File: config.mk
export PLATFORM = sky130hd
export DESIGN_NAME = tfr_task_file
export DESIGN_NICKNAME = d
export VERILOG_FILES = /design/src/rtl/tfr_pkg.sv /design/src/rtl/tfr_task_file.sv
export SDC_FILE = /design/constraint.sdc
export NUM_CORES = 1
export LEC_CHECK = 0
export ABC_AREA = 1
export BUFFER_PORTS_ARGS = -buffer_cell sky130_fd_sc_hd__buf_2
export CORE_UTILIZATION = 35
export CTS_CLUSTER_SIZE = 28
export DETAILED_ROUTE_END_ITERATION = 16
export GPL_TIMING_DRIVEN = 0
export HOLD_SLACK_MARGIN = 0.05
export PLACE_DENSITY_LB_ADDON = 0.15
export RECOVER_POWER = 25
export SLEW_MARGIN = 20
export SYNTH_ARGS = -nofsm -noshare
export SYNTH_HDL_FRONTEND = slang
export SYNTH_SLANG_ARGS = --single-unit
File: constraint.sdc
create_clock -name mclk -period 2.55 [get_ports mclk]
set_input_delay 0.6375 -clock mclk [delete_from_list [all_inputs] [get_ports mclk]]
set_output_delay 0.6375 -clock mclk [all_outputs]
set_load 0.05 [all_outputs]
File: src/rtl/tfr_pkg.sv
// Purpose: constants and carriers for the task file register block
// Assumes: one clock, register offsets as decoded on the host pins
// Notes: status and error bit positions named once here
package tfr_pkg;
   // register offsets (index on the host address lines)
   localparam logic [3:0] OFS_DATA = 4'h0;
   localparam logic [3:0] OFS_ERR = 4'h1;
   localparam logic [3:0] OFS_COUNT = 4'h2;
   localparam logic [3:0] OFS_ADDR_LO = 4'h3;
   localparam logic [3:0] OFS_ADDR_MID = 4'h4;
   localparam logic [3:0] OFS_ADDR_HI = 4'h5;
   localparam logic [3:0] OFS_UNIT = 4'h6;
   localparam logic [3:0] OFS_STATUS = 4'h7;
   localparam logic [3:0] OFS_DUP_EVEN = 4'h8;
   localparam logic [3:0] OFS_DUP_ODD = 4'h9;
   localparam logic [3:0] OFS_DUP_ERR = 4'hD;
   localparam logic [3:0] OFS_ALT = 4'hE;
   localparam logic [3:0] OFS_NONE = 4'hF;
   // count value that a zero in the register stands for
   localparam logic [8:0] COUNT_256 = 9'h100;
   // error cause bit positions
   localparam int ERR_BBK = 7;
   localparam int ERR_UNC = 6;
   localparam int ERR_SECTOR_NOT_FOUND_FLAG = 4;
   localparam int ERR_ABORTED_FLAG = 2;
   localparam int ERR_GEN = 0;
   // status bit positions
   localparam int ST_BUSY = 7;
   localparam int ST_RDY = 6;
   localparam int ST_DWF = 5;
   localparam int ST_DSC = 4;
   localparam int ST_DRQ = 3;
   localparam int ST_CORRECTED_FLAG = 2;
   localparam int ST_ERR = 0;
   // unit/head field positions
   localparam int UH_LBA = 6;
   localparam int UH_UNIT = 4;
   // reset values
   localparam logic [7:0] ZERO8 = 8'h00;
   localparam logic [15:0] ZERO16 = 16'h0000;
   localparam logic [7:0] UNIT_RST = 8'hA0;
   localparam logic [7:0] COUNT_ONE = 8'h01;
   // bus access modes
   typedef enum logic [1:0] {
      TFR_MODE_MEM,
      TFR_MODE_IO,
      TFR_MODE_IDE
   } tfr_mode_e;
   // error events raised by the media engine, one-cycle pulses
   typedef struct packed {
      logic bad_block_or_crc;
      logic uncorrectable;
      logic sector_not_found;
      logic aborted;
      logic general_error;
   } tfr_err_ev_s;
   // engine status levels and events
   typedef struct packed {
      logic busy;
      logic ready;
      logic write_fault;
      logic seek_complete;
      logic xfer_req;
      logic corrected;
   } tfr_stat_s;
endpackage : tfr_pkg

File: src/rtl/tfr_task_file.sv
// Purpose: host visible task file registers of a flash storage card
// Assumes: host pins synchronous to mclk; strobes one cycle per access
// Notes: media engine drives busy/ready and error events
`timescale 1ns/1ps
module tfr_task_file
   import tfr_pkg::*;
(
   input wire logic mclk, // 250 MHz core clock
   input wire logic rstn, // async reset, active low
   input wire tfr_mode_e mode, // card access mode
   input wire logic [3:0] addr, // register offset
   input wire logic attribute_select_n, // 0 io, 1 memory
   input wire logic low_byte_enable_n, // even lane enable
   input wire logic high_byte_enable_n, // odd lane enable
   input wire logic block0_select_n, // ide command block
   input wire logic block1_select_n, // ide control block
   input wire logic dmack_n, // ide dma acknowledge
   input wire logic rd_stb, // host read strobe, 1 cycle
   input wire logic wr_stb, // host write strobe, 1 cycle
   input wire logic [15:0] wdata, // host write data
   output logic [15:0] rdata, // host read data, registered
   output logic [15:0] rdata_oe, // per line drive enable
   input wire logic pio8_enable, // 8-bit pio selected
   input wire logic card_number, // copy field number
   output logic [7:0] command_code, // last command
   output logic command_stb, // command accepted pulse
   output logic [7:0] feature_select, // feature register
   output logic [27:0] block_address, // linear address
   output logic linear_mode, // linear addressing on
   output logic [8:0] sectors_requested, // 1..256
   input wire tfr_stat_s stat, // engine status
   input wire tfr_err_ev_s err_ev, // error events
   input wire logic cmd_fail, // command ended in error
   input wire logic sector_done, // one sector finished
   input wire logic cmd_done, // command finished ok
   input wire logic [27:0] fail_address, // first bad sector
   input wire logic fail_load, // load failing address
   input wire logic dma_cmd, // dma command in data phase
   input wire logic dma_want, // engine wants dma word
   output logic dmarq, // dma request
   output logic intrq, // pending interrupt
   input wire logic int_event, // engine raises interrupt
   output logic [15:0] buf_wdata, // word to buffer
   output logic buf_wr, // buffer write pulse
   input wire logic [15:0] buf_rdata, // word from buffer
   output logic buf_rd // buffer read pulse
);
   logic [7:0] error_cause_r; // error causes
   logic [7:0] feature_r; // feature register
   logic [7:0] count_r; // transfer count
   logic [7:0] addr_lo_r; // start address low
   logic [7:0] addr_mid_r; // start address mid
   logic [7:0] addr_hi_r; // start address high
   logic [7:0] unit_r; // unit and top address
   logic [7:0] cmd_r; // command code
   logic cmd_stb_r; // command pulse
   logic cmd_err_r; // command error flag
   logic corrected_flag_r; // corrected flag
   logic int_r; // interrupt pending
   logic [7:0] even_hold_r; // byte pair assembly
   logic byte_phase_r; // next byte is odd
   logic [7:0] state_flags; // assembled status
   logic selected; // this card addressed
   logic ide_dma; // ide dma cycle
   logic ide_pio; // ide task file cycle
   logic pc_word; // pc card word access
   logic odd_only; // odd lane only access
   logic even_only; // even lane only access
   logic [3:0] reg_ofs; // effective offset
   logic data_sel; // data port hit
   logic err_sel; // error/feature hit
   logic new_cmd; // command write accepted
   logic host_wr; // register write allowed

   // access classification per mode
   always_comb
   begin
      ide_dma = (mode == TFR_MODE_IDE) && !dmack_n
         && block0_select_n && block1_select_n;
      ide_pio = (mode == TFR_MODE_IDE) && dmack_n
         && block1_select_n && !block0_select_n;
      pc_word = (mode != TFR_MODE_IDE) && !low_byte_enable_n
         && !high_byte_enable_n;
      odd_only = (mode != TFR_MODE_IDE) && low_byte_enable_n
         && !high_byte_enable_n;
      even_only = (mode != TFR_MODE_IDE) && !low_byte_enable_n
         && high_byte_enable_n;
      reg_ofs = addr;
      if (mode == TFR_MODE_IDE && !block1_select_n && block0_select_n
         && dmack_n)
      begin
         reg_ofs = (addr[2:0] == OFS_UNIT[2:0]) ? OFS_ALT : OFS_NONE;
      end
      else if (ide_pio)
      begin
         reg_ofs = {1'b0, addr[2:0]};
      end
      else if (mode == TFR_MODE_IDE)
      begin
         reg_ofs = OFS_NONE; // no chip select: no register hit
      end
   end

   // data port and error/feature lane decode
   always_comb
   begin
      data_sel = 1'b0;
      err_sel = 1'b0;
      if (ide_dma)
      begin
         data_sel = 1'b1;
      end
      else if (ide_pio && reg_ofs == OFS_DATA)
      begin
         data_sel = 1'b1;
      end
      else if (ide_pio && reg_ofs == OFS_ERR)
      begin
         err_sel = 1'b1;
      end
      else if (mode != TFR_MODE_IDE && odd_only
         && (reg_ofs == OFS_DATA || reg_ofs == OFS_ERR))
      begin
         err_sel = 1'b1;
      end
      else if (mode != TFR_MODE_IDE && pc_word
         && reg_ofs == OFS_DUP_ERR)
      begin
         err_sel = 1'b1;
      end
      else if (mode != TFR_MODE_IDE && (reg_ofs == OFS_DATA
         || reg_ofs == OFS_DUP_EVEN || reg_ofs == OFS_DUP_ODD))
      begin
         data_sel = 1'b1;
      end
      else if (mode != TFR_MODE_IDE && even_only
         && reg_ofs == OFS_DUP_ERR)
      begin
         err_sel = 1'b1;
      end
      else if (even_only && reg_ofs == OFS_ERR)
      begin
         err_sel = 1'b1;
      end
   end

   // card select and write lock while busy
   assign selected = (unit_r[UH_UNIT] == card_number);
   assign host_wr = wr_stb && !stat.busy && selected;
   assign new_cmd = host_wr && !data_sel && !err_sel
      && reg_ofs == OFS_STATUS;

   // status byte, busy hides all other flags
   always_comb
   begin
      state_flags = ZERO8;
      state_flags[ST_BUSY] = stat.busy;
      if (!stat.busy)
      begin
         state_flags[ST_RDY] = stat.ready;
         state_flags[ST_DWF] = stat.write_fault;
         state_flags[ST_DSC] = stat.seek_complete;
         state_flags[ST_DRQ] = stat.xfer_req;
         state_flags[ST_CORRECTED_FLAG] = corrected_flag_r;
         state_flags[ST_ERR] = cmd_err_r;
      end
   end

   // error causes: set wins over clear on new command
   always_ff @(posedge mclk or negedge rstn)
   begin
      if (!rstn)
      begin
         error_cause_r <= ZERO8;
         cmd_err_r <= 1'b0;
      end
      else
      begin
         if (new_cmd)
         begin
            error_cause_r <= ZERO8;
            cmd_err_r <= 1'b0;
         end
         if (err_ev.bad_block_or_crc)
            error_cause_r[ERR_BBK] <= 1'b1;
         if (err_ev.uncorrectable)
            error_cause_r[ERR_UNC] <= 1'b1;
         if (err_ev.sector_not_found)
            error_cause_r[ERR_SECTOR_NOT_FOUND_FLAG] <= 1'b1;
         if (err_ev.aborted)
            error_cause_r[ERR_ABORTED_FLAG] <= 1'b1;
         if (err_ev.general_error)
            error_cause_r[ERR_GEN] <= 1'b1;
         if (cmd_fail)
            cmd_err_r <= 1'b1;
      end
   end

   // corrected flag: cleared by new command, read goes on
   always_ff @(posedge mclk or negedge rstn)
   begin
      if (!rstn)
         corrected_flag_r <= 1'b0;
      else if (stat.corrected)
         corrected_flag_r <= 1'b1;
      else if (new_cmd)
         corrected_flag_r <= 1'b0;
   end

   // feature register, written through odd lane too
   always_ff @(posedge mclk or negedge rstn)
   begin
      if (!rstn)
         feature_r <= ZERO8;
      else if (host_wr && err_sel && (odd_only || pc_word))
         feature_r <= wdata[15:8];
      else if (host_wr && err_sel)
         feature_r <= wdata[7:0];
   end

   // command block registers; engine updates on progress/fail
   always_ff @(posedge mclk or negedge rstn)
   begin
      if (!rstn)
      begin
         count_r <= COUNT_ONE;
         addr_lo_r <= ZERO8;
         addr_mid_r <= ZERO8;
         addr_hi_r <= ZERO8;
         unit_r <= UNIT_RST;
      end
      else if (fail_load)
      begin
         addr_lo_r <= fail_address[7:0];
         addr_mid_r <= fail_address[15:8];
         addr_hi_r <= fail_address[23:16];
         unit_r[3:0] <= fail_address[27:24];
         // last sector still counted when the failure lands with it
         if (sector_done)
            count_r <= count_r - COUNT_ONE;
      end
      else if (cmd_done)
         count_r <= ZERO8;
      else if (sector_done)
         count_r <= count_r - COUNT_ONE;
      else if (host_wr && !data_sel && !err_sel)
      begin
         if (reg_ofs == OFS_COUNT)
            count_r <= wdata[7:0];
         else if (reg_ofs == OFS_ADDR_LO)
            addr_lo_r <= wdata[7:0];
         else if (reg_ofs == OFS_ADDR_MID)
            addr_mid_r <= wdata[7:0];
         else if (reg_ofs == OFS_ADDR_HI)
            addr_hi_r <= wdata[7:0];
         else if (reg_ofs == OFS_UNIT)
            unit_r <= wdata[7:0];
      end
   end

   // command code capture
   always_ff @(posedge mclk or negedge rstn)
   begin
      if (!rstn)
      begin
         cmd_r <= ZERO8;
         cmd_stb_r <= 1'b0;
      end
      else
      begin
         cmd_stb_r <= new_cmd;
         if (new_cmd)
            cmd_r <= wdata[7:0];
      end
   end

   // interrupt: status read clears, mirror read does not
   always_ff @(posedge mclk or negedge rstn)
   begin
      if (!rstn)
         int_r <= 1'b0;
      else if (int_event)
         int_r <= 1'b1;
      else if (rd_stb && selected && !data_sel && !err_sel
         && reg_ofs == OFS_STATUS)
         int_r <= 1'b0;
   end

   // byte pairing of even-lane data accesses
   always_ff @(posedge mclk or negedge rstn)
   begin
      if (!rstn)
      begin
         even_hold_r <= ZERO8;
         byte_phase_r <= 1'b0;
      end
      else if (data_sel && even_only && (rd_stb || host_wr))
      begin
         byte_phase_r <= !byte_phase_r;
         if (!byte_phase_r)
            even_hold_r <= rd_stb ? buf_rdata[15:8] : wdata[7:0];
      end
      else if (new_cmd)
         byte_phase_r <= 1'b0;
   end

   // buffer strobes: word, single 8-bit pio byte, or byte pair (read on its first byte, write on its second)
   always_comb
   begin
      buf_rd = 1'b0;
      buf_wr = 1'b0;
      buf_wdata = wdata;
      if (data_sel && selected)
      begin
         if (ide_pio && pio8_enable)
         begin
            buf_rd = rd_stb;
            buf_wr = host_wr;
            buf_wdata = {ZERO8, wdata[7:0]};
         end
         else if (even_only || odd_only)
         begin
            buf_rd = rd_stb && !byte_phase_r;
            buf_wr = host_wr && byte_phase_r;
            buf_wdata = {wdata[7:0], even_hold_r};
         end
         else
         begin
            buf_rd = rd_stb;
            buf_wr = ide_dma ? wr_stb : host_wr;
         end
      end
   end

   // registered read data and lane enables
   always_ff @(posedge mclk or negedge rstn)
   begin
      if (!rstn)
      begin
         rdata <= ZERO16;
         rdata_oe <= ZERO16;
      end
      else if (!rd_stb || !(selected || ide_dma))
      begin
         rdata_oe <= ZERO16;
      end
      else if (data_sel)
      begin
         if (ide_pio && pio8_enable)
         begin
            rdata <= {ZERO8, buf_rdata[7:0]};
            rdata_oe <= {ZERO8, 8'hFF};
         end
         else if (even_only)
         begin
            rdata <= {ZERO8, byte_phase_r ? even_hold_r
               : buf_rdata[7:0]};
            rdata_oe <= {ZERO8, 8'hFF};
         end
         else
         begin
            rdata <= buf_rdata;
            rdata_oe <= 16'hFFFF;
         end
      end
      else if (err_sel && (odd_only || pc_word))
      begin
         rdata <= {error_cause_r, ZERO8};
         rdata_oe <= {8'hFF, ZERO8};
      end
      else
      begin
         rdata_oe <= {ZERO8, 8'hFF};
         if (err_sel)
            rdata <= {ZERO8, error_cause_r};
         else if (reg_ofs == OFS_COUNT)
            rdata <= {ZERO8, count_r};
         else if (reg_ofs == OFS_ADDR_LO)
            rdata <= {ZERO8, addr_lo_r};
         else if (reg_ofs == OFS_ADDR_MID)
            rdata <= {ZERO8, addr_mid_r};
         else if (reg_ofs == OFS_ADDR_HI)
            rdata <= {ZERO8, addr_hi_r};
         else if (reg_ofs == OFS_UNIT)
            rdata <= {ZERO8, unit_r};
         else if (reg_ofs == OFS_STATUS || reg_ofs == OFS_ALT)
            rdata <= {ZERO8, state_flags};
         else
            rdata <= ZERO16;
      end
   end

   // derived outputs
   assign linear_mode = unit_r[UH_LBA];
   assign block_address = {unit_r[3:0], addr_hi_r, addr_mid_r,
      addr_lo_r};
   assign sectors_requested = (count_r == ZERO8) ? COUNT_256
      : {1'b0, count_r};
   assign dmarq = dma_cmd && dma_want
      && (stat.busy || stat.xfer_req);
   assign intrq = int_r;
   assign command_code = cmd_r;
   assign command_stb = cmd_stb_r;
   assign feature_select = feature_r;
endmodule : tfr_task_file

---- Yosys cells after proc, flatten, opt, wreduce, memory -nomap -nowiden ----
Cells that the tools add are included.
storage, ports and cells
  flip-flop bits (word level) ............. 106
  input bits .............................. 96
  output and inout port bits .............. 107
  word-level logic and storage cells ...... 242
cells by class
  add/sub/neg operators ................... 1
  eq/ne operators ......................... 22
  muxes and demuxes ....................... 99
  bitwise operators ....................... 8
  reduce and logical (&&, ||, !) cells .... 91
operator list
  kind                                                                number
  8-bit two-way mux                                                   39
  16-bit two-way mux                                                  12
  4-bit two-way mux                                                   12
  1-bit logical AND                                                   44
  1-bit two-way mux                                                   34
  2-bit nonzero test                                                  15
  4-bit by 3-bit == test with 1-bit output, second input constant     4
  4-bit == test, second input constant                                4
  2-bit != test, second input constant                                6
  1-bit zero test                                                     11
  1-bit logical OR                                                    10
  9-bit two-way mux                                                   1
  9-bit AND reduction                                                 1
  4-bit by 2-bit == test with 1-bit output, second input constant     2
  8-bit zero test                                                     1
  1-bit inverter                                                      8
  8-bit AND reduction                                                 1
  8-bit by 1-bit subtractor with 8-bit output, second input constant  1
  7-bit AND reduction                                                 1
  6-bit AND reduction                                                 1
  3-bit nonzero test                                                  2
  5-bit two-way mux                                                   1
  5-bit AND reduction                                                 1
  4-bit by 1-bit == test with 1-bit output, second input constant     1
  other kinds (7)                                                     8

---- Logic depth before layout (Yosys ltp) ----
  word-level depth ........................ 23
  depth in mapped cells ................... 15
  mapped depth without buffers ............ 15

---- Worst setup path after synthesis ----
No wires, ideal clock.
  path kind ............................... input port to output port
  start ................................... in block0_select_n
  end ..................................... out buf_wdata[0]
  arrival ................................. 2,759 ps
  setup slack ............................. -846 ps
  cell stages on the path ................. 12
  cells stage by stage .................... inv_1 > nand3_2 > nand2_4 > nand3_2 > inv_2 > nand3_1 > nand3_1 > nand2_2 > nand2_1 > nor2_1 > buf_2 > o21ai_0
on the way
  longest elaborated chain between the ends .. 16
  elaborated cells on any way between the ends .. 31
  those cells by class .................... 4 x eq/ne; 10 x mux; 17 x reduce/logical
RTL lines
  item                                              RTL line              RTL
  start: declaration                                tfr_task_file.sv:15   input wire logic block0_select_n,
  1-bit zero test                                   tfr_task_file.sv:81   && block1_select_n && !block0_select_n;
  1-bit logical AND                                 tfr_task_file.sv:81
  4-bit two-way mux                                 tfr_task_file.sv:94   else if (ide_pio)
  4-bit two-way mux                                 tfr_task_file.sv:89   if (mode == TFR_MODE_IDE && !block1_select_n && block0_select_n
  4-bit == test or 4-bit zero test (tied branches)  --
  1-bit logical OR (2 in a row)                     tfr_task_file.sv:132  || reg_ofs == OFS_DUP_EVEN || reg_ofs == OFS_DUP_ODD))
  1-bit logical AND                                 tfr_task_file.sv:131  else if (mode != TFR_MODE_IDE && (reg_ofs == OFS_DATA
  1-bit two-way mux                                 tfr_task_file.sv:131
  1-bit two-way mux                                 tfr_task_file.sv:126  else if (mode != TFR_MODE_IDE && pc_word
  1-bit two-way mux                                 tfr_task_file.sv:121  else if (mode != TFR_MODE_IDE && odd_only
  1-bit two-way mux                                 tfr_task_file.sv:117  else if (ide_pio && reg_ofs == OFS_ERR)
  1-bit two-way mux                                 tfr_task_file.sv:113  else if (ide_pio && reg_ofs == OFS_DATA)
  1-bit two-way mux                                 tfr_task_file.sv:109  if (ide_dma)
  1-bit logical AND                                 tfr_task_file.sv:313  if (data_sel && selected)
  16-bit two-way mux *                              tfr_task_file.sv:313
  end: declaration                                  tfr_task_file.sv:43   output logic [15:0] buf_wdata,
Every way passes the cells marked *; elsewhere a longest branch is shown, timed or not.

---- Worst setup path in the final report ----
  start ................................... in block0_select_n
  end ..................................... out buf_wdata[8]
Same word-level chain as after synthesis.

==> results_dict.tcl <==
set metrics [dict create \
    rsz0062_at_grt "true" \
    dieWidth_um 129 \
    grt_pass1_vias 5769 \
    ys_ff_latch 92 \
    syn_avg_cell_area_um2 7.50 \
    r2r_slack_ns 0.30 \
    grt_pass1_wl_um 31100 \
    cts_tree "done" \
    cp.arrival_ns 2.32 \
    reg2reg_depth 8 \
    core_mm2 0.0154 \
    clk-insertion-delay-late_ns 0.36 \
    critPathMaxFanout 5 \
    clock_skew_ns 0.00546 \
    gr-total-overflow 0 \
    ir_drop_mv 0.537 \
    synth_edf_count 0 \
    grt_max_degree 62 \
    violations "capacitance limit, slew limit, setup timing" \
    p_leak_nw 4.28 \
    grt_usage_pct 25.0 \
    fin_nets 1101 \
    synth_area_mm2 0.00562 \
    dieArea_mm2 0.0166 \
    startpoint "block0_select_n" \
    mostFrequentLayoutCells "180 x buf_2, 147 x nand2_1, 92 x inv_1" \
    finalWeightedCongestion 0.869 \
    rr_endpoint "rdata[15]$_DFFE_PN0P_" \
    final_area_mm2 0.00828 \
    synthCells 749 \
    yosysUniqueCellTypes 47 \
    ctsLongestPathBuffers 2 \
    ys_seq_area_share_pct 41.0 \
    cts_inserted_buffers 9 \
    finalSetupViolCount 18 \
    die_h_um 129 \
    dr.pass1.iters 5 \
    cts.sinks 92 \
    drc 0 \
    slew_headroom_pct -22.6 \
    hold_viol 0 \
    end_kind "primary output" \
    clock-root-buffer "clkbuf_16" \
    mostFrequentLayoutCell "buf_2" \
    syn_nets 847 \
    clk_pin_slew_ns 0.07 \
    fin_crit_ns 2.96 \
    tightestPinTransition_ns 1.84 \
    power_mw 5.62 \
    dp_hpwl_um 15200 \
    fin_cells 1219 \
    dpl_cell_area_mm2 0.00713 \
    crit_type "in2out" \
    fmax_ghz 0.338 \
    pin_count 203 \
    worst_ep_required_time_ns 1.91 \
    drtAntennaViolNets 0 \
    drt_wl_total_um 20600 \
    drive_gt1_share_pct 39.2 \
    hold_class "in2reg" \
    syn2layout_area_growth_pct 47.4 \
    outcome "complete, but fails checks" \
    pre_cts_slack_ns -1.06 \
    synth-warning-count 0 \
    wl_per_cell_um 16.9 \
    ys.flop_type "dfrtp_1" \
    drv_slew 33 \
    drtIter0Drc 460 \
    timing.rr.start "unit_r[4]$_DFFE_PN0P_" \
    fillers 1526 \
    num_rows 45 \
    dr_total_vias 6147 \
    dpl.cell_count 1161 \
    finalCritPeriodShare_pct 116 \
    maxCapViolCount 1 \
    port-buffer-count 200 \
    worst_setup_path_start_kind "input pin" \
    vias_per_cell 5.04 \
    power_density_mw_per_mm2 679 \
    floorplan.initialDensity_pct 36.4 \
    holdCritStartpoint "cmd_fail" \
    antenna_found_initial 0 \
    h-tree-depth 3 \
    ctsHoldBuffers 0 \
    synthArstFlopShare_pct 100 \
    fin_ws_ns -0.407 \
    antenna_cells 0 \
    cp-endpoint "buf_wdata[8]" \
]
## critical path: stages
cell,delay [ns]
buf_12,0.11
inv_12,0.04
nand3_4,0.10
a21oi_4,0.19
nand2_2,0.10
nor2_4,0.10
a21oi_2,0.07
nand2_2,0.12
nand2_4,0.07
nor2_4,0.15
buf_6,0.15
buf_8,0.12
nand2_2,0.05
o211a_4,0.15
buf_8,0.14
## synthesized netlist by cell type (3+ instances only)
cell type / instances / area, um^2
nand2_4: 3 / 33.8
nand4_1: 5 / 31.3
nand2_2: 8 / 50.1
nand3_1: 28 / 140
o22a_1: 5 / 43.8
or2_2: 3 / 18.8
dfstp_2: 3 / 78.8
nor3_1: 3 / 15.0
o21ai_2: 16 / 140
inv_1: 96 / 360
dfrtp_1: 89 / 2230
o21ai_0: 68 / 340
nand2_1: 166 / 623
nor2_2: 6 / 37.5
o211a_1: 9 / 90.1
xor2_1: 4 / 35.0
a22oi_1: 10 / 75.1
buf_4: 20 / 150
nor2_1: 50 / 188
buf_2: 8 / 40.0
o211ai_1: 12 / 90.1
nand3_2: 3 / 30.0
o21bai_1: 5 / 37.5
a21oi_1: 63 / 315
clkbuf_1: 16 / 60.1
inv_2: 4 / 15.0
clkinv_1: 3 / 11.3
o21ai_1: 18 / 90.1
## metal layers
layer  part of all wire, %  GRT usage, %
met1                    45          34.0
met2                    46          40.2
met5                     0             0
met4                   2.8          10.2
met3                   6.3          3.45
## how the worst min path moves through the flow
stage                                        end  slack, ns  cells past startpoint
finish                     cmd_err_r$_DFFE_PN0P_       0.46                      2
global route        corrected_flag_r$_DFFE_PN0P_       0.46                      2
CTS                        rdata[12]$_DFFE_PN0P_       0.17                      1
detailed placement   command_code[0]$_DFFE_PN0P_       0.47                      2
global placement     command_code[0]$_DFFE_PN0P_       0.47                      2
floorplan               addr_hi_r[0]$_DFFE_PN0P_       0.34                      0
## logic make-up (layout without fill, tap and decap cells)
logic type | count (synthesis) | in the layout | synth area share, %
compound gates | 219 | 219 | 23.9
xor+xnor | 4 | 4 | 0.624
fa+ha+maj | 2 | 2 | 0.445
simple gates | 283 | 283 | 22.2
flops | 92 | 92 | 41.0
buf+inv | 149 | 408 | 11.7
## flip-flops by register name, summed over array words and instances, names as in the netlist
| register | count |
|---|---|
| addr_hi_r | 8 |
| addr_lo_r | 8 |
| addr_mid_r | 8 |
| byte_phase_r | 1 |
| cmd_err_r | 1 |
| command_code | 8 |
| command_stb | 1 |
| corrected_flag_r | 1 |
| count_r | 8 |
| error_cause_r | 5 |
| even_hold_r | 8 |
| feature_select | 8 |
| intrq | 1 |
| rdata | 16 |
| rdata_oe | 2 |
| unit_r | 8 |
## where the power goes
part	total (mW)	switching (mW)	internal (mW)	leakage (nW)
clock	1.31	0.622	0.690	0.132
sequential	1.99	0.273	1.72	1.11
combinational	2.32	1.63	0.688	3.04
total	5.62	2.52	3.10	4.28
## area by class of cell
class	instances	area [um^2]	share of cell area, %
Buffer	44	302	3.64
Clock buffer	11	243	2.93
Clock inverter	5	37.5	0.453
Inverter	103	404	4.88
Multi-Input combinational cell	508	3080	37.1
Sequential cell	92	2310	27.8
Tap cell	211	264	3.19
Timing Repair Buffer	245	1650	19.9
## metrics by stage
stage	utilization, %	hold WS (ns)	setup TNS (ns)
global route	53.7	0.463	-7.81
floorplan	-	0.342	-4.35
CTS	52.0	0.165	-7.51
finish	53.7	0.456	-6.35
detailed placement	46.2	0.472	-24.15
global placement	46.0	0.470	-39.17
## timing repair
action	CTS	global route
gates resized for setup	95	52
gates cloned	1	1
pin swaps	12	20
setup endpoints to repair	18	77
setup buffers	34	18
hold endpoints to repair	0	0
Note: power is estimated with default switching activity, not from simulation.
